===== config.mk =====
export PLATFORM = sky130hd
export DESIGN_NAME = stop_mode_ctrl
export DESIGN_NICKNAME = d
export VERILOG_FILES = /design/src/verilog/stop_mode_pkg.sv /design/src/verilog/stop_decode.sv /design/src/verilog/stop_mode_ctrl.sv
export SDC_FILE = /design/constraint.sdc
export NUM_CORES = 1
export LEC_CHECK = 0
export ABC_AREA = 1
export BUFFER_PORTS_ARGS = -buffer_cell sky130_fd_sc_hd__buf_2
export CORE_ASPECT_RATIO = 1.5
export CORE_MARGIN = 3
export CORE_UTILIZATION = 50
export CTS_CLUSTER_SIZE = 40
export DETAILED_ROUTE_END_ITERATION = 12
export MAX_ROUTING_LAYER = met4
export PLACE_DENSITY = 0.82
export REMOVE_ABC_BUFFERS = 1
export SLEW_MARGIN = 20
export SYNTH_ARGS = -nofsm -noshare
export SYNTH_HDL_FRONTEND = slang
export SYNTH_SLANG_ARGS = --single-unit

===== constraint.sdc =====
create_clock -name clk_sys -period 2.2 [get_ports clk_sys]
set_clock_uncertainty 0.1 [all_clocks]
set_input_delay 0.44 -clock clk_sys [delete_from_list [all_inputs] [get_ports clk_sys]]
set_output_delay 0.44 -clock clk_sys [all_outputs]
set_load 0.02 [all_outputs]

===== src/verilog/stop_mode_pkg.sv =====
// Package with register map, field layouts, reset values and timing for the stop-mode block.
`default_nettype none
package stop_mode_pkg;
  // Register byte offsets.
  localparam logic [7:0] OFS_MAINS_STOP   = 8'h00;
  localparam logic [7:0] OFS_ALARM_STOP   = 8'h04;
  localparam logic [7:0] OFS_SERVO_STOP   = 8'h08;
  localparam logic [7:0] OFS_BRAKE_DELAY  = 8'h0c;
  localparam logic [7:0] OFS_UV_SELECT    = 8'h10;
  localparam logic [7:0] OFS_ESTOP_TORQUE = 8'h14;
  localparam logic [7:0] OFS_CONTROL      = 8'h18;
  localparam logic [7:0] OFS_STATUS       = 8'h1c;
  // Field widths and limits.
  localparam int          SEL9_W          = 4;
  localparam int          SEL3_W          = 2;
  localparam int          DELAY_W         = 7;
  localparam int          TORQUE_W        = 9;
  localparam logic [3:0]  SEL9_MAX        = 4'h9;
  localparam logic [6:0]  DELAY_MAX       = 7'h64;
  localparam logic [8:0]  TORQUE_MAX      = 9'h1f4;
  // Reset values.
  localparam logic [3:0]  MAINS_STOP_RST  = 4'h0;
  localparam logic [1:0]  ALARM_STOP_RST  = 2'h0;
  localparam logic [3:0]  SERVO_STOP_RST  = 4'h0;
  localparam logic [6:0]  BRAKE_DELAY_RST = 7'h0a;
  localparam logic [0:0]  UV_SELECT_RST   = 1'h1;
  localparam logic [8:0]  ESTOP_TORQ_RST  = 9'h000;
  // Control register bit positions.
  localparam int          CTL_RUN_BIT     = 0;
  localparam int          CTL_ALARM_BIT   = 1;
  localparam int          CTL_MAINS_BIT   = 2;
  localparam int          CTL_STOPPED_BIT = 3;
  // Timing: 2 ms tick at 250 MHz.
  localparam int          CLK_HZ          = 250_000_000;
  localparam int          TICK_MS         = 2;
  localparam int          TICK_CYCLES     = CLK_HZ / 1000 * TICK_MS;
  // Deceleration action codes.
  typedef enum logic [1:0] {DECEL_DYN_BRAKE = 2'h0, DECEL_FREE_RUN = 2'h1,
                            DECEL_ESTOP = 2'h2} decel_type;
  // Sequencer states, Gray coded along run, brake drop, wait, off.
  typedef enum logic [1:0] {ST_RUN = 2'b00, ST_BRAKE = 2'b01, ST_WAIT = 2'b11,
                            ST_OFF = 2'b10} seq_state_type;
  // AXI response codes.
  localparam logic [1:0]  RESP_OKAY       = 2'h0;
  localparam logic [1:0]  RESP_SLVERR     = 2'h2;
endpackage
`default_nettype wire


===== src/verilog/stop_decode.sv =====
// Decoder for one zero-to-nine stop selection setting.
`default_nettype none
module stop_decode (
  // Setting in.
  input  wire logic [3:0] sel,
  // Decoded actions.
  output logic [1:0]      decel,
  output logic            after_free,
  output logic            dev_hold
);
  // Values 8 and 9 use emergency stop; below that even values brake and odd ones free run.
  always_comb begin
    if (sel >= 4'h8) begin
      decel = stop_mode_pkg::DECEL_ESTOP;
    end else if (sel[0]) begin
      decel = stop_mode_pkg::DECEL_FREE_RUN;
    end else begin
      decel = stop_mode_pkg::DECEL_DYN_BRAKE;
    end
    after_free = (sel >= 4'h8) ? sel[0] : sel[1];
    dev_hold   = (sel >= 4'h4) && (sel <= 4'h7);
  end
endmodule
`default_nettype wire


===== src/verilog/stop_mode_ctrl.sv =====
// Stop-mode selection and stopped-brake timing with an AXI4-Lite register slave.
`default_nettype none
// What this block does
// - Mains-off setting: dynamic brake for 0,2,4,6, free run for 1,3,5,7, e-stop for 8,9.
// - Mains-off setting brakes after stop for 0,1,4,5,8 and leaves the motor free for 2,3,6,7,9.
// - Mains-off setting holds the deviation counter for 4 to 7 and clears it otherwise.
// - The mains-off setting takes 0 to 9 and resets to 0, meaning brake, brake and clear.
// - On an alarm the 0 to 3 alarm setting picks brake or free run, then brake or servo free.
// - A run on-to-off transition decodes the servo-off setting exactly like the mains-off one.
// - With the motor stopped and run removed, the brake interlock drops before de-energising.
// - Brake drop to de-energise takes the 0 to 100 delay setting times 2 ms, default 10.
// - The mains-off selection applies only when the undervoltage alarm select is 0.
// - Emergency-stop deceleration limits torque to the configured emergency stop torque.
module stop_mode_ctrl (
  // Clock and reset.
  input  wire logic        clk_sys,
  input  wire logic        arst_n,
  // AXI4-Lite write address.
  input  wire logic [7:0]  s_axi_awaddr,
  input  wire logic        s_axi_awvalid,
  output logic             s_axi_awready,
  // AXI4-Lite write data.
  input  wire logic [31:0] s_axi_wdata,
  input  wire logic [3:0]  s_axi_wstrb,
  input  wire logic        s_axi_wvalid,
  output logic             s_axi_wready,
  // AXI4-Lite write response.
  output logic [1:0]       s_axi_bresp,
  output logic             s_axi_bvalid,
  input  wire logic        s_axi_bready,
  // AXI4-Lite read address.
  input  wire logic [7:0]  s_axi_araddr,
  input  wire logic        s_axi_arvalid,
  output logic             s_axi_arready,
  // AXI4-Lite read data.
  output logic [31:0]      s_axi_rdata,
  output logic [1:0]       s_axi_rresp,
  output logic             s_axi_rvalid,
  input  wire logic        s_axi_rready,
  // Drive status inputs.
  input  wire logic        run_cmd,
  input  wire logic        alarm_active,
  input  wire logic        mains_lost,
  input  wire logic        motor_stopped,
  // Drive actions.
  output logic             brake_interlock_out,
  output logic             motor_energise,
  output logic [1:0]       decel_action,
  output logic             after_stop_free,
  output logic             deviation_hold,
  output logic             torque_limit_en,
  output logic [8:0]       torque_limit_pct
);
  // Setting registers.
  logic [3:0] mains_off_stop_select;
  logic [1:0] alarm_stop_select;
  logic [3:0] servo_off_stop_select;
  logic [6:0] stopped_brake_delay;
  logic       undervoltage_alarm_select;
  logic [8:0] emergency_stop_torque_limit;
  // Bus state.
  logic       aw_held;
  logic       w_held;
  logic [7:0] aw_addr;
  logic [31:0] w_data;
  logic [3:0] w_strb;
  // Sequencer state.
  stop_mode_pkg::seq_state_type state;
  logic [6:0] delay_count;
  logic [27:0] tick_div;
  logic       tick;
  logic       run_prev;
  logic       stopping;
  logic       stop_source_servo;
  // Decoded settings.
  logic [1:0] mains_decel;
  logic       mains_free;
  logic       mains_hold;
  logic [1:0] servo_decel;
  logic       servo_free;
  logic       servo_hold;
  logic       mains_stop_active;

  stop_decode u_mains_decode (
    .sel        (mains_off_stop_select),
    .decel      (mains_decel),
    .after_free (mains_free),
    .dev_hold   (mains_hold)
  );

  stop_decode u_servo_decode (
    .sel        (servo_off_stop_select),
    .decel      (servo_decel),
    .after_free (servo_free),
    .dev_hold   (servo_hold)
  );

  // Address and data are caught in either order; the response waits for both.
  assign s_axi_awready = !aw_held && !s_axi_bvalid;
  assign s_axi_wready  = !w_held && !s_axi_bvalid;
  assign s_axi_arready = !s_axi_rvalid;

  // Capture of the write address and data halves.
  always_ff @(posedge clk_sys or negedge arst_n) begin
    if (!arst_n) begin
      aw_held <= 1'b0;
      w_held  <= 1'b0;
      aw_addr <= 8'h00;
      w_data  <= 32'h0000_0000;
      w_strb  <= 4'h0;
    end else if (aw_held && w_held) begin
      aw_held <= 1'b0;
      w_held  <= 1'b0;
    end else begin
      if (s_axi_awvalid && s_axi_awready) begin
        aw_held <= 1'b1;
        aw_addr <= s_axi_awaddr;
      end
      if (s_axi_wvalid && s_axi_wready) begin
        w_held <= 1'b1;
        w_data <= s_axi_wdata;
        w_strb <= s_axi_wstrb;
      end
    end
  end

  // Register writes; out-of-range mains, servo-off, delay and torque values are refused with SLVERR and leave the setting alone.
  always_ff @(posedge clk_sys or negedge arst_n) begin
    if (!arst_n) begin
      mains_off_stop_select       <= stop_mode_pkg::MAINS_STOP_RST;
      alarm_stop_select           <= stop_mode_pkg::ALARM_STOP_RST;
      servo_off_stop_select       <= stop_mode_pkg::SERVO_STOP_RST;
      stopped_brake_delay         <= stop_mode_pkg::BRAKE_DELAY_RST;
      undervoltage_alarm_select   <= stop_mode_pkg::UV_SELECT_RST;
      emergency_stop_torque_limit <= stop_mode_pkg::ESTOP_TORQ_RST;
      s_axi_bvalid                <= 1'b0;
      s_axi_bresp                 <= stop_mode_pkg::RESP_OKAY;
    end else if (aw_held && w_held) begin
      s_axi_bvalid <= 1'b1;
      s_axi_bresp  <= stop_mode_pkg::RESP_OKAY;
      unique case (aw_addr)
        stop_mode_pkg::OFS_MAINS_STOP: begin
          if (w_data[31:4] != 28'h0 || w_data[3:0] > stop_mode_pkg::SEL9_MAX) begin
            s_axi_bresp <= stop_mode_pkg::RESP_SLVERR;
          end else if (w_strb[0]) begin
            mains_off_stop_select <= w_data[3:0];
          end
        end
        stop_mode_pkg::OFS_ALARM_STOP: begin
          if (w_strb[0]) begin
            alarm_stop_select <= w_data[1:0];
          end
        end
        stop_mode_pkg::OFS_SERVO_STOP: begin
          if (w_data[31:4] != 28'h0 || w_data[3:0] > stop_mode_pkg::SEL9_MAX) begin
            s_axi_bresp <= stop_mode_pkg::RESP_SLVERR;
          end else if (w_strb[0]) begin
            servo_off_stop_select <= w_data[3:0];
          end
        end
        stop_mode_pkg::OFS_BRAKE_DELAY: begin
          if (w_data[31:7] != 25'h0 || w_data[6:0] > stop_mode_pkg::DELAY_MAX) begin
            s_axi_bresp <= stop_mode_pkg::RESP_SLVERR;
          end else if (w_strb[0]) begin
            stopped_brake_delay <= w_data[6:0];
          end
        end
        stop_mode_pkg::OFS_UV_SELECT: begin
          if (w_strb[0]) begin
            undervoltage_alarm_select <= w_data[0];
          end
        end
        stop_mode_pkg::OFS_ESTOP_TORQUE: begin
          if (w_data[31:9] != 23'h0 || w_data[8:0] > stop_mode_pkg::TORQUE_MAX) begin
            s_axi_bresp <= stop_mode_pkg::RESP_SLVERR;
          end else if (w_strb[1:0] == 2'h3) begin
            emergency_stop_torque_limit <= w_data[8:0];
          end
        end
        default: begin
          s_axi_bresp <= stop_mode_pkg::RESP_SLVERR;
        end
      endcase
    end else if (s_axi_bvalid && s_axi_bready) begin
      s_axi_bvalid <= 1'b0;
    end
  end

  // Read path; the status word shows the delay count, sequencer state, brake interlock and energise outputs.
  always_ff @(posedge clk_sys or negedge arst_n) begin
    if (!arst_n) begin
      s_axi_rvalid <= 1'b0;
      s_axi_rdata  <= 32'h0000_0000;
      s_axi_rresp  <= stop_mode_pkg::RESP_OKAY;
    end else if (s_axi_arvalid && s_axi_arready) begin
      s_axi_rvalid <= 1'b1;
      s_axi_rresp  <= stop_mode_pkg::RESP_OKAY;
      unique case (s_axi_araddr)
        stop_mode_pkg::OFS_MAINS_STOP:   s_axi_rdata <= {28'h0, mains_off_stop_select};
        stop_mode_pkg::OFS_ALARM_STOP:   s_axi_rdata <= {30'h0, alarm_stop_select};
        stop_mode_pkg::OFS_SERVO_STOP:   s_axi_rdata <= {28'h0, servo_off_stop_select};
        stop_mode_pkg::OFS_BRAKE_DELAY:  s_axi_rdata <= {25'h0, stopped_brake_delay};
        stop_mode_pkg::OFS_UV_SELECT:    s_axi_rdata <= {31'h0, undervoltage_alarm_select};
        stop_mode_pkg::OFS_ESTOP_TORQUE: s_axi_rdata <= {23'h0, emergency_stop_torque_limit};
        stop_mode_pkg::OFS_CONTROL:
          s_axi_rdata <= {28'h0, motor_stopped, mains_lost, alarm_active, run_cmd};
        stop_mode_pkg::OFS_STATUS:
          s_axi_rdata <= {21'h0, delay_count, state, brake_interlock_out, motor_energise};
        default: begin
          s_axi_rdata <= 32'h0000_0000;
          s_axi_rresp <= stop_mode_pkg::RESP_SLVERR;
        end
      endcase
    end else if (s_axi_rvalid && s_axi_rready) begin
      s_axi_rvalid <= 1'b0;
    end
  end

  // Free-running divider giving a one-cycle pulse every 2 ms.
  always_ff @(posedge clk_sys or negedge arst_n) begin
    if (!arst_n) begin
      tick_div <= 28'h0;
      tick     <= 1'b0;
    end else if (tick_div == 28'(stop_mode_pkg::TICK_CYCLES - 1)) begin
      tick_div <= 28'h0;
      tick     <= 1'b1;
    end else begin
      tick_div <= tick_div + 28'h1;
      tick     <= 1'b0;
    end
  end

  // Mains-off handling only counts while the undervoltage alarm is not selected.
  assign mains_stop_active = mains_lost && !undervoltage_alarm_select;

  // Remembers a servo-off stop, started on the run falling edge, until run returns.
  always_ff @(posedge clk_sys or negedge arst_n) begin
    if (!arst_n) begin
      run_prev          <= 1'b0;
      stop_source_servo <= 1'b0;
    end else begin
      run_prev <= run_cmd;
      if (run_cmd) begin
        stop_source_servo <= 1'b0;
      end else if (run_prev) begin
        stop_source_servo <= 1'b1;
      end
    end
  end

  assign stopping = alarm_active || mains_stop_active || stop_source_servo;

  // Action select: alarm beats mains loss, which beats servo-off.
  always_comb begin
    decel_action    = stop_mode_pkg::DECEL_DYN_BRAKE;
    after_stop_free = 1'b0;
    deviation_hold  = 1'b0;
    if (alarm_active) begin
      decel_action    = alarm_stop_select[0] ? stop_mode_pkg::DECEL_FREE_RUN
                                             : stop_mode_pkg::DECEL_DYN_BRAKE;
      after_stop_free = alarm_stop_select[1];
    end else if (mains_stop_active) begin
      decel_action    = mains_decel;
      after_stop_free = mains_free;
      deviation_hold  = mains_hold;
    end else if (stop_source_servo) begin
      decel_action    = servo_decel;
      after_stop_free = servo_free;
      deviation_hold  = servo_hold;
    end
  end

  // Torque clamp during emergency-stop deceleration.
  assign torque_limit_en  = stopping && (decel_action == stop_mode_pkg::DECEL_ESTOP);
  assign torque_limit_pct = emergency_stop_torque_limit;

  // Stopped-brake sequencer. The delay is counted in whole ticks, so the first
  // interval can be short by up to one tick since the divider runs free.
  always_ff @(posedge clk_sys or negedge arst_n) begin
    if (!arst_n) begin
      state               <= stop_mode_pkg::ST_RUN;
      delay_count         <= 7'h00;
      brake_interlock_out <= 1'b0;
      motor_energise      <= 1'b0;
    end else begin
      unique case (state)
        stop_mode_pkg::ST_RUN: begin
          // A run drop on a stopped motor hands over to the sequence with both outputs
          // held, so the motor can never lose power before the brake has engaged.
          if (run_prev && !run_cmd && motor_stopped) begin
            state <= stop_mode_pkg::ST_BRAKE;
          end else begin
            brake_interlock_out <= run_cmd;
            motor_energise      <= run_cmd;
          end
        end
        stop_mode_pkg::ST_BRAKE: begin
          brake_interlock_out <= 1'b0;
          delay_count         <= stopped_brake_delay;
          state               <= stop_mode_pkg::ST_WAIT;
        end
        stop_mode_pkg::ST_WAIT: begin
          if (delay_count == 7'h00) begin
            motor_energise <= 1'b0;
            state          <= stop_mode_pkg::ST_OFF;
          end else if (tick) begin
            delay_count <= delay_count - 7'h01;
          end
        end
        stop_mode_pkg::ST_OFF: begin
          if (run_cmd) begin
            state <= stop_mode_pkg::ST_RUN;
          end
        end
      endcase
    end
  end
endmodule
`default_nettype wire


Word-level counts from Yosys, hierarchy flattened

Index checks and enable logic that the tools add are counted.

Register bits: 151
Bits of input ports: 63
Logic and storage cells: 163

$add $sub $neg: 2
Order comparisons: 9
Equal/unequal tests: 24
Mux-type cells: 45
Bitwise operators: 4
Reductions and logical operators: 55

Operator list:

| cell                                                                    | number |
|---|---|
| 11-bit case mux with 8 select lines                                     | 1 |
| 8-bit by 5-bit equality test with 1-bit output, second input constant   | 6 |
| 8-bit by 4-bit equality test with 1-bit output, second input constant   | 4 |
| 28-bit by 1-bit adder with 28-bit output, second input constant         | 1 |
| 28-bit by 19-bit equality test with 1-bit output, second input constant | 1 |
| 28-bit 2-to-1 mux                                                       | 1 |
| 28-bit nonzero test                                                     | 1 |
| 25-bit nonzero test                                                     | 1 |
| 1-bit 2-to-1 mux                                                        | 24 |
| 2-bit 2-to-1 mux                                                        | 12 |
| 23-bit nonzero test                                                     | 1 |
| 8-bit by 3-bit equality test with 1-bit output, second input constant   | 2 |
| 8-bit zero test                                                         | 2 |
| 2-bit case mux with 4 select lines                                      | 2 |
| 4-bit AND reduction                                                     | 4 |
| 2-bit nonzero test                                                      | 8 |
| 3-bit AND reduction                                                     | 5 |
| 1-bit logical AND                                                       | 14 |
| 7-bit 2-to-1 mux                                                        | 2 |
| 7-bit case mux with 2 select lines                                      | 1 |
| 2-bit != test, second input constant                                    | 6 |
| 9-bit greater-than comparator, second input constant                    | 1 |
| 2-bit equality test, second input constant                              | 4 |
| 4-bit by 3-bit >= comparator with 1-bit output, second input constant   | 2 |
| other kinds (15)                                                        | 33 |

Longest topological paths before layout

Gate-level depths: netlist of run 1.

Word-level depth: 7
Gate-level depth with buffers: 11
Gate-level depth less buffers: 11

By module

From an unflattened synthesis of run 1, not the netlist that was laid out.

Cells, all modules: 785
Area, all modules: 6,621.4 um^2

By module, submodules not included:

| module         | instances | cells each | area an instance (um^2) | seq. area each (um^2) |
|---|---|---|---|---|
| stop_mode_ctrl | 1         | 767        | 6,553.8                 | 3,206.8 |
| stop_decode    | 2         | 9          | 33.8                    | 0.0 |

Least setup slack after synthesis of run 1

Ideal clock, no wire load.

Path type: reg2out
From: reg undervoltage_alarm_select
To: out decel_action[0]
Arrival time: 1.329 ns
Required time: 1.660 ns
Path slack: 0.331 ns
Stages on the path, launching flop included: 7
Path buffers: 0
Cells stage by stage: dfstp_2 > inv_1 > nand2_1 > nand2_1 > inv_1 > a32oi_1 > o21ai_0

Longest elaborated chain between the ends: 4

RTL lines:

| what                   | RTL line              | text |
|---|---|---|
| start, declared        | stop_mode_ctrl.sv:59  | `logic undervoltage_alarm_select;` |
| start signal, assigned | stop_mode_ctrl.sv:134 | `undervoltage_alarm_select <= stop_mode_pkg::UV_SELECT_RST;` |
| start signal, assigned | stop_mode_ctrl.sv:170 | `undervoltage_alarm_select <= w_data[0];` |
| 1-bit zero test        | stop_mode_ctrl.sv:234 | `assign mains_stop_active = mains_lost && !undervoltage_alarm_select;` |
| 1-bit logical AND      | stop_mode_ctrl.sv:234 |  |
| 2-bit 2-to-1 mux       | stop_mode_ctrl.sv:262 | `end else if (mains_stop_active) begin` |
| 2-bit 2-to-1 mux       | stop_mode_ctrl.sv:258 | `if (alarm_active) begin` |
| end, declared          | stop_mode_ctrl.sv:48  | `output logic [1:0] decel_action,` |

No other way between the ends.

Worst setup path in the final report of run 1

Ends and elaborated chain as after synthesis.

==> flow_summary_export.csv, run 1 <==
group,metric,value,unit
outcome,outcome,"completed",
sta,fin_crit_sh,97.8,%
placed_design,gp_congestion,0.935,
setup_path,cpMaxStageDelayCell,"dfstp_2",
floorplan,initial_core_util,51.5,%
final_layout,final_common_cell,"nand2_1",
setup_path,reg2reg_slack,0.24,ns
floorplan,die_h,145,um
final_layout,multi_input_area,2750,um^2
sta,post-route-min-period,2.15,ns
final_layout,drive_above_1_share,22.3,%
final_layout,layout_common_cells,"151 x nand2_1, 125 x dfrtp_1, 99 x inv_1",
synth,syn-cell-area,6480,um^2
setup_path,r2r_end,"torque_limit_pct[5]",
drt,firstDrtPassIters,5,
drt,num_vias,5460,
clocking,root_buffer,"clkbuf_16",
clocking,clock_latency,0.42,ns
setup_path,cp.arrival,1.61,ns
placed_design,dp_hpwl,10800,um
min_path,holdPathEnd,"run_prev",
power_and_ir_drop,clkPwrFrac,35.1,%
sta,max_slew.worst_pin.slew,0.564,ns
setup_path,r2r_cells,9,
final_layout,stdcell_count,1051,
final_layout,stdcell_area,7720,um^2
setup_path,reg2reg_from,"aw_addr[7]",
min_path,min_from,"run_cmd",
placed_design,placed_area,7110,um^2
drt,wl_per_cell,13.6,um
power_and_ir_drop,p_comb_share,24.1,%
power_and_ir_drop,leakage,3.89,nW
sta,fmax,0.465,GHz
drt,postRouteAntennaNets,0,
setup_path,crit_start,"undervoltage_alarm_select",
global_route,grt_pass1_wl,24800,um
power_and_ir_drop,ir_worst_vdd,1010,uV
floorplan,dieWidth,98.9,um
power_and_ir_drop,p_per_area,1000,nW/um^2
setup_path,required,1.66,ns
floorplan,core_area,12600,um^2
final_layout,diodes,0,
clocking,numClockSinks,128,
setup_path,cp-start-kind,"flip-flop",
global_route,grt_use_total,21.8,%
clocking,clock_path_buffers,2,
final_layout,nNetsFinal,950,
sta,hold_violations,0,
setup_path,path_common_cell,"inv_2",
min_path,hold_class,"in -> reg",
clocking,numCtsBuffers,17,
setup_path,path_class,"reg -> out",
synth,yosys_register_bits,128,
drt,drt-total-wl,14300,um
sta,setup_viol,0,
setup_path,endpoint_kind,"output port",
setup_path,critPathMaxStageDelay,0.53,ns
sta,slew_violations,0,
placed_design,place_inst,1020,
final_layout,fillerInstances,1090,
drt,drtIter0Drc,254,
power_and_ir_drop,seqPwrFrac,40.8,%
final_layout,register_area,3210,um^2
setup_path,path_cells,"inv_2, nand2_4, nand2_2, inv_2, a32oi_2, o21ai_1, buf_4",
flow_run,maxCapViolCount,0,
synth,synthCells,773,
synth,synth-seq-area-share,49.5,%
setup_path,cp_max_fo,4,
global_route,antenna_found_initial,0,
global_route,grt_max_degree,78,
synth,async_flop_share,100,%
power_and_ir_drop,p_int,0.00533,W
floorplan,ios,120,
clocking,cts_tree,"yes",
power_and_ir_drop,p_switching,0.00242,W
sta,relSlewSlack,62.3,%
global_route,grt_pass1_vias,5410,
synth,yosysUniqueCellTypes,43,
synth,synth_area_per_cell,8.38,um^2
synth,synth_ff_type,"dfrtp_1",
drt,viasPerCell,5.20,
clocking,cts-htree-levels,4,
placed_design,portBuffers,94,
sta,rsz0062_at_grt,"yes",
synth,synth_edf_count,0,
synth,synth.yosys.warnings,0,
final_layout,areaGrowthSynthToFinish,19.2,%
floorplan,num_rows,50,
min_path,whs_path_depth,1,
clocking,path_clk_slew,0.06,ns
global_route,grt_overflow,0,
power_and_ir_drop,swShare,31.3,%
floorplan,die-area,14400,um^2
drt,drcViolationCount,0,
-- registers in the layout, summed over array words and instances, names as in the netlist, 2 cells and up --
| register | flops |
|---|---|
| tick_div | 28 |
| mains_off_stop_select | 4 |
| alarm_stop_select | 2 |
| w_data | 32 |
| servo_off_stop_select | 4 |
| w_strb | 2 |
| state | 2 |
| aw_addr | 8 |
| s_axi_rdata | 11 |
| torque_limit_pct | 9 |
| stopped_brake_delay | 7 |
| delay_count | 7 |
-- worst max-delay path, delay by kind of cell, from the launching register on --
kind / cells / cell delay (ns)
compound gates: 2 / 0.25
buf+inv: 3 / 0.29
flops: 1 / 0.53
simple gates: 2 / 0.13
-- Yosys cell counts, drive strengths merged (2+ instances only) --
library cell	n	area (um^2)
clkbuf	3	11.3
ha	3	37.5
nand4	13	81.3
nand2	158	606
nand3	45	230
a21oi	30	158
o21ai	55	302
nor2	101	407
o31ai	4	30.0
a22oi	2	15.0
inv	105	394
o22ai	3	18.8
nor3b	4	30.0
nor3	26	151
xnor2	3	26.3
xor2	16	140
mux2	27	304
nor4	7	50.1
buf	31	218
dfstp	3	78.8
dfrtp	125	3130
a31oi	2	12.5
-- logic make-up after synthesis --
logic type	after synthesis	share of synthesized area, %
AOI/OAI and AO/OA	101	8.88
xor gates and xnor gates	19	2.57
adders and majority gates	3	0.579
buffers and inverters	139	9.62
and+or+nand+nor	355	24.1
muxes	27	4.69
DFF	128	49.5
other	1	0.0579
-- per-layer routing --
| metal | wire length [um] | track usage, % | part of all wire (%) | up-vias |
|---|---|---|---|---|
| met1 | 5730 | 25.5 | 40 | 2584 |
| met4 | 361 | 8.82 | 2.5 | 0 |
| met5 | 0 | - | 0 | - |
| li1 | - | - | - | 2679 |
| met2 | 7440 | 36.4 | 52 | 165 |
| met3 | 808 | 4.41 | 5.6 | 32 |
-- metrics by stage --
stage	hold WS (ns)	setup slack (ns)	setup TNS, ns	power, W	util (%)
finish	0.0941	0.0478	0	0.00775	61.4
floorplan	0.0444	-0.109	-2.72	0.00449	-
global placement	0.147	0.348	0	0.00498	56.5
detailed placement	0.147	0.266	0	0.00506	56.5
CTS	0.0794	0.00186	0	0.00780	61.2
global route	0.0838	-0.0175	-0.0175	0.00824	61.4
-- worst max-delay path by stage --
stage,end,slack [ns],cells past startpoint
CTS,decel_action[0],0.002,7
floorplan,w_data[10],-0.11,3
global route,decel_action[0],-0.02,7
global placement,torque_limit_pct[2],0.35,9
finish,decel_action[0],0.05,7
detailed placement,torque_limit_pct[2],0.27,9
-- area by class of cell --
class | count | area share (%)
Sequential cell | 128 | 41.5
Multi-Input combinational cell | 528 | 35.6
Timing Repair Buffer | 104 | 7.68
Clock buffer | 21 | 6.09
Inverter | 105 | 5.10
Tap cell | 156 | 2.53
Clock inverter | 9 | 1.43
-- power groups by stage --
stage               registers [W]  clock network, W  logic [W]
CTS                       0.00316           0.00276    0.00188
detailed placement        0.00320                 0    0.00186
finish                    0.00316           0.00272    0.00187
global route              0.00324           0.00288    0.00213
floorplan                 0.00315                 0    0.00134
global placement          0.00317                 0    0.00180
-- repair_timing --
item / CTS / global route
hold buffers: 1 / 0
gates cloned: 0 / 0
resized for setup: 4 / 6
buffers inserted: 0 / 0
hold endpoints to repair: 61 / 0
setup endpoints to repair: 3 / 4
pin swaps: 0 / 3
(Power assumes the default switching activity.)
==> inputs of run 2 (changes only) <==
--- a/config.mk
+++ b/config.mk
@@ -9,11 +9,11 @@
 export BUFFER_PORTS_ARGS = -buffer_cell sky130_fd_sc_hd__buf_2
 export CORE_ASPECT_RATIO = 1.5
 export CORE_MARGIN = 3
-export CORE_UTILIZATION = 50
+export CORE_UTILIZATION = 54
 export CTS_CLUSTER_SIZE = 40
 export DETAILED_ROUTE_END_ITERATION = 12
 export MAX_ROUTING_LAYER = met4
-export PLACE_DENSITY = 0.82
+export PLACE_DENSITY = 0.87
 export REMOVE_ABC_BUFFERS = 1
 export SLEW_MARGIN = 20
 export SYNTH_ARGS = -nofsm -noshare
==> run 2 against run 1 <==
Effect of this change:
- the run now ends with setup timing left
- sequential power barely moved
- first-iteration DRC count rose by 54%
- count of clock-buffer cells in the layout fell by 2
- clock power rose by 7%
==> flow_summary_export.csv, run 2 (same netlist as run 1, synthesis figures left out) <==
group,metric,value,unit
outcome,outcome,"complete, but fails checks",
outcome,violations,"setup timing",
drt,drcViolationCount,0,
final_layout,areaGrowthSynthToFinish,20.3,%
global_route,grt_use_total,25.3,%
final_layout,multi_input_area,2760,um^2
sta,relSlewSlack,60.0,%
placed_design,placed_area,7120,um^2
final_layout,final_common_cell,"nand2_1",
floorplan,num_rows,48,
final_layout,regMostFlops,"w_data",
sta,rsz0062_at_grt,"yes",
placed_design,portBuffers,94,
final_layout,fillerInstances,906,
placed_design,gp_congestion,0.980,
setup_path,critical-path-top-delay-family,"flip-flops",
final_layout,diodes,0,
drt,drt-total-wl,15400,um
setup_path,path_common_cell,"nand2_2",
placed_design,dp_slack,0.333,ns
flow_run,maxCapViolCount,0,
sta,worst_slack,-0.0118,ns
sta,setup_viol,1,
floorplan,initial_core_util,55.9,%
placed_design,place_inst,1018,
setup_path,path_cells,"inv_2, nand2_2, nand2_2, inv_4, a32oi_2, o21ai_1, buf_4",
final_layout,register_area,3210,um^2
clocking,clock_latency,0.41,ns
global_route,grt_max_degree,37,
power_and_ir_drop,ir_worst_vdd,1070,uV
placed_design,dp_hpwl,11100,um
sta,slew_violations,0,
setup_path,cp-start-kind,"flip-flop",
sta,fin_crit_sh,101,%
clocking,cts-htree-levels,4,
sta,hold_violations,0,
sta,fmax,0.452,GHz
floorplan,die-area,13400,um^2
setup_path,path_class,"reg -> out",
min_path,hold_class,"in -> reg",
sta,max_slew.worst_pin.slew,0.594,ns
final_layout,stdcell_count,1053,
power_and_ir_drop,leakage,3.93,nW
final_layout,drive_above_1_share,23.3,%
power_and_ir_drop,p_per_area,1030,nW/um^2
setup_path,endpoint_kind,"output port",
final_layout,stdcell_area,7790,um^2
drt,wl_per_cell,14.6,um
setup_path,required,1.66,ns
setup_path,reg2reg_slack,0.28,ns
floorplan,dieWidth,95.4,um
clocking,cts_tree,"yes",
setup_path,critPathMaxStageDelay,0.54,ns
drt,postRouteAntennaNets,0,
drt,viasPerCell,5.31,
clocking,path_clk_slew,0.06,ns
setup_path,cp.arrival,1.67,ns
clocking,clock_path_buffers,2,
drt,firstDrtPassIters,5,
floorplan,die_h,140,um
sta,post-route-min-period,2.21,ns
floorplan,ios,120,
global_route,antenna_found_initial,0,
global_route,grt_pass1_wl,26100,um
setup_path,cp_num_buf_inv,3,
setup_path,cp_max_fo,4,
floorplan,core_area,11600,um^2
final_layout,top_regs,"w_data: 32 flops, tick_div: 28 flops, s_axi_rdata: 11 flops",
global_route,grt_pass1_vias,5781,
drt,num_vias,5587,
clocking,numClockSinks,128,
clocking,numCtsBuffers,17,
setup_path,cpMaxStageDelayCell,"dfstp_2",
final_layout,layout_common_cells,"151 x nand2_1, 125 x dfrtp_1, 99 x inv_1",
global_route,grt_overflow,0,
clocking,root_buffer,"clkbuf_16",
final_layout,largest_reg_flops,32,
drt,drtIter0Drc,390,
final_layout,nNetsFinal,956,
run 2: cell types whose count changed in the layout (fill, tap and decap cells not counted), moves of 2 or more:
cell,delta
clkinv_4,-2
a21oi_1,-2
clkbuf_8,-3
bufinv_16,+2
buf_4,+8
inv_6,+3
a21oi_2,+2
run 2: where the power goes:
group / internal, W / switching, W / total (W)
Combinational: 0.000705 / 0.00120 / 0.00191
Clock: 0.00190 / 0.00102 / 0.00292
Sequential: 0.00287 / 0.000311 / 0.00318
run 2: per-layer routing:
metal | vias to the layer above | GRT usage, % | wire length, um | share of wire [%]
li1 | 2689 | - | - | -
met3 | 49 | 5.80 | 952 | 6.2
met4 | 0 | 11.2 | 547 | 3.6
met1 | 2629 | 28.7 | 5940 | 39
met5 | - | - | 0 | 0
met2 | 220 | 42.1 | 7950 | 52
run 2: path summary, 6_finish.rpt:
| path | from | end | depth (start not counted) |
|---|---|---|---|
| worst max-delay path | undervoltage_alarm_select | decel_action[0] | 7 |
| worst min-delay path | run_cmd | run_prev | 1 |
| worst max register to register | w_data[16] | torque_limit_pct[2] | 9 |
| worst min register to register | tick_div[0] | tick_div[0] | 1 |
| max in group asynchronous | arst_n | tick | 3 |
| min in group asynchronous | arst_n | aw_addr[6] | 2 |
run 2: timing repair:
action / CTS / global route
hold endpoints to repair: 26 / 0
setup endpoints to repair: 3 / 3
gates resized for setup: 6 / 8
hold buffers: 1 / 0
gates cloned: 0 / 0
pin swaps: 1 / 4
setup buffers: 0 / 2
run 2: cell type report:
type | count | area share [%]
Clock buffer | 19 | 5.55
Clock inverter | 13 | 2.36
Inverter | 105 | 5.09
Multi-Input combinational cell | 528 | 35.4
Sequential cell | 128 | 41.1
Tap cell | 150 | 2.41
Timing Repair Buffer | 110 | 8.06
run 2: metrics by stage:
| stage | util [%] | hold slack, ns | power [W] | setup TNS [ns] |
|---|---|---|---|---|
| final | 67.2 | 0.108 | 0.00801 | -0.0118 |
| after CTS | 66.9 | 0.0875 | 0.00802 | 0 |
| after floorplan | - | 0.0444 | 0.00449 | -2.72 |
| after global routing | 67.2 | 0.0980 | 0.00844 | -0.145 |
| after global placement | 61.4 | 0.316 | 0.00494 | 0 |
| after detailed placement | 61.4 | 0.320 | 0.00505 | 0 |
==> inputs of run 3 (changes only) <==
--- a/config.mk
+++ b/config.mk
@@ -6,14 +6,14 @@
 export NUM_CORES = 1
 export LEC_CHECK = 0
 export ABC_AREA = 1
-export BUFFER_PORTS_ARGS = -buffer_cell sky130_fd_sc_hd__buf_2
 export CORE_ASPECT_RATIO = 1.5
 export CORE_MARGIN = 3
 export CORE_UTILIZATION = 54
 export CTS_CLUSTER_SIZE = 40
 export DETAILED_ROUTE_END_ITERATION = 12
+export DONT_BUFFER_PORTS = 1
 export MAX_ROUTING_LAYER = met4
-export PLACE_DENSITY = 0.87
+export PLACE_DENSITY = 0.78
 export REMOVE_ABC_BUFFERS = 1
 export SLEW_MARGIN = 20
 export SYNTH_ARGS = -nofsm -noshare
==> run 3 against run 2 <==
Effect of this change:
- combinational power decreased by 5%
- the flow finishes with violations (hold timing)
- hold slack got worse by 0.48 ns
- register-to-register slack about the same
- largest power group unchanged
==> flow_summary_export.csv, run 3 (same netlist as run 1, synthesis figures left out) <==
group,metric,value,unit
sta,relSlewSlack,63.1,%
sta,hold_violations,128,
final_layout,drive_above_1_share,13.8,%
outcome,violations,"hold timing",
flow_run,maxCapViolCount,0,
global_route,grt_use_total,25.2,%
setup_path,cp_max_fo,4,
sta,holdWs,-0.376,ns
sta,fmax,0.461,GHz
final_layout,largest_reg_flops,32,
placed_design,portBuffers,0,
sta,rsz0062_at_grt,"yes",
global_route,top_usage_layer,"met2",
drt,drcViolationCount,0,
floorplan,dieWidth,95.4,um
final_layout,diodes,0,
global_route,grt_use_met2,45.8,%
global_route,grt_max_degree,129,
drt,drt-total-wl,15800,um
power_and_ir_drop,ir_worst_vdd,672,uV
final_layout,layout_common_cells,"150 x nand2_1, 125 x dfrtp_1, 100 x inv_1",
global_route,grt_pass1_wl,25200,um
global_route,antenna_found_initial,0,
final_layout,regMostFlops,"w_data",
sta,post-route-min-period,2.17,ns
clocking,numCtsBuffers,17,
global_route,use_met3,5.37,%
clocking,clock_latency,0.41,ns
drt,postRouteAntennaNets,0,
drt,firstDrtPassIters,7,
final_layout,nNetsFinal,863,
drt,wl_per_cell,16.4,um
clocking,cts-htree-levels,4,
clocking,cts_tree,"yes",
drt,num_vias,5224,
floorplan,die-area,13400,um^2
setup_path,cp.arrival,1.63,ns
setup_path,cp-start-kind,"flip-flop",
sta,max_slew.worst_pin.slew,0.550,ns
sta,fin_crit_sh,98.7,%
drt,viasPerCell,5.44,
clocking,numClockSinks,128,
floorplan,ios,120,
placed_design,dp_hpwl,11800,um
global_route,grt_pass1_vias,5323,
global_route,grtUsageMet1,25.4,%
placed_design,dp_slack,0.255,ns
sta,setup_viol,0,
final_layout,utilization,62.3,%
clocking,path_clk_slew,0.06,ns
global_route,grt_overflow,0,
floorplan,core_area,11600,um^2
final_layout,areaGrowthSynthToFinish,11.5,%
final_layout,final_common_cell,"nand2_1",
sta,worst_slack,0.0287,ns
outcome,outcome,"complete, but fails checks",
sta,slew_violations,0,
setup_path,required,1.66,ns
floorplan,die_h,140,um
min_path,hold_class,"in -> async",
drt,drtIter0Drc,333,
clocking,clock_path_buffers,2,
clocking,root_buffer,"clkbuf_16",
floorplan,num_rows,48,
setup_path,endpoint_kind,"output port",
floorplan,initial_core_util,55.9,%
power_and_ir_drop,leakage,3.49,nW
clocking,hold_buffers,1,
setup_path,path_class,"reg -> out",
final_layout,top_regs,"w_data: 32 flops, tick_div: 28 flops, s_axi_rdata: 11 flops",
final_layout,fillerInstances,959,
power_and_ir_drop,p_per_area,1050,nW/um^2
placed_design,gp_congestion,0.937,
==> run 3: cell count changes in the layout (fill, tap and decap cells not counted), sizes merged <==
cell,previous run,this run
buf,109,16
clkbuf,19,24
bufinv,4,0
clkinv,3,6
inv,108,105
clkinvlp,3,2
==> run 3: layout make-up <==
| cell class | count | area, um^2 | share of cell area [%] |
|---|---|---|---|
| multi-input cells | 528 | 2740 | 38.0 |
| inverters | 105 | 394 | 5.46 |
| clock inverters | 8 | 56.3 | 0.780 |
| flip-flops and latches | 128 | 3210 | 44.4 |
| well taps | 150 | 188 | 2.60 |
| repair buffers | 17 | 143 | 1.98 |
| clock buffers | 24 | 492 | 6.81 |
==> run 3: power breakdown <==
part           switching [W]  internal (W)  total, W
Combinational        0.00113      0.000684   0.00182
Sequential          0.000367       0.00287   0.00324
Clock                0.00101       0.00156   0.00256
Total                0.00251       0.00511   0.00762
==> run 3: timing repair <==
item,4_1_cts,5_1_grt
pin swaps,0,1
gates resized for setup,3,2
endpoints found under the setup margin,5,5
buffers inserted,0,1
endpoints found under the hold margin,130,128
==> run 3: through the flow <==
step                      TNS, ns  cell area [um^2]  hold WS (ns)  std cells  total power, W
after CTS                       0              7210        -0.387        959         0.00761
after floorplan             -2.72              6330        0.0444        761         0.00449
after global placement          0              6650        0.0469        926         0.00494
final                           0              7220        -0.376        960         0.00762
after global routing       -0.133              7220        -0.396        960         0.00805
after detailed placement        0              6650        0.0471        926         0.00504
==> run 3: final timing paths <==
path | start | slack (ns) | depth (start not counted) | end
max | undervoltage_alarm_select | 0.03 | 6 | decel_action[1]
min | arst_n | -0.38 | 0 | s_axi_rdata[6]
max reg2reg | tick_div[25] | 0.27 | 5 | tick_div[5]
min reg2reg | tick_div[0] | 0.36 | 1 | tick_div[0]
max in group asynchronous | arst_n | 2.16 | 0 | stopped_brake_delay[3]
min in group clk_sys | run_cmd | 0.05 | 1 | state[1]
==> run 3: worst max-delay path, cell delays in order, from the launching register on <==
cell and delay, ns:
dfstp_2 0.54, inv_1 0.06, nand2_2 0.08, nand2_2 0.05, inv_2 0.07, a21oi_1 0.08
nor2_1 0.33
==> run 3: routing by layer <==
metal	part of all wire, %	vias up
met4	2.7	0
li1	-	2508
met3	5.7	35
met2	56	185
met5	0	-
met1	35	2496
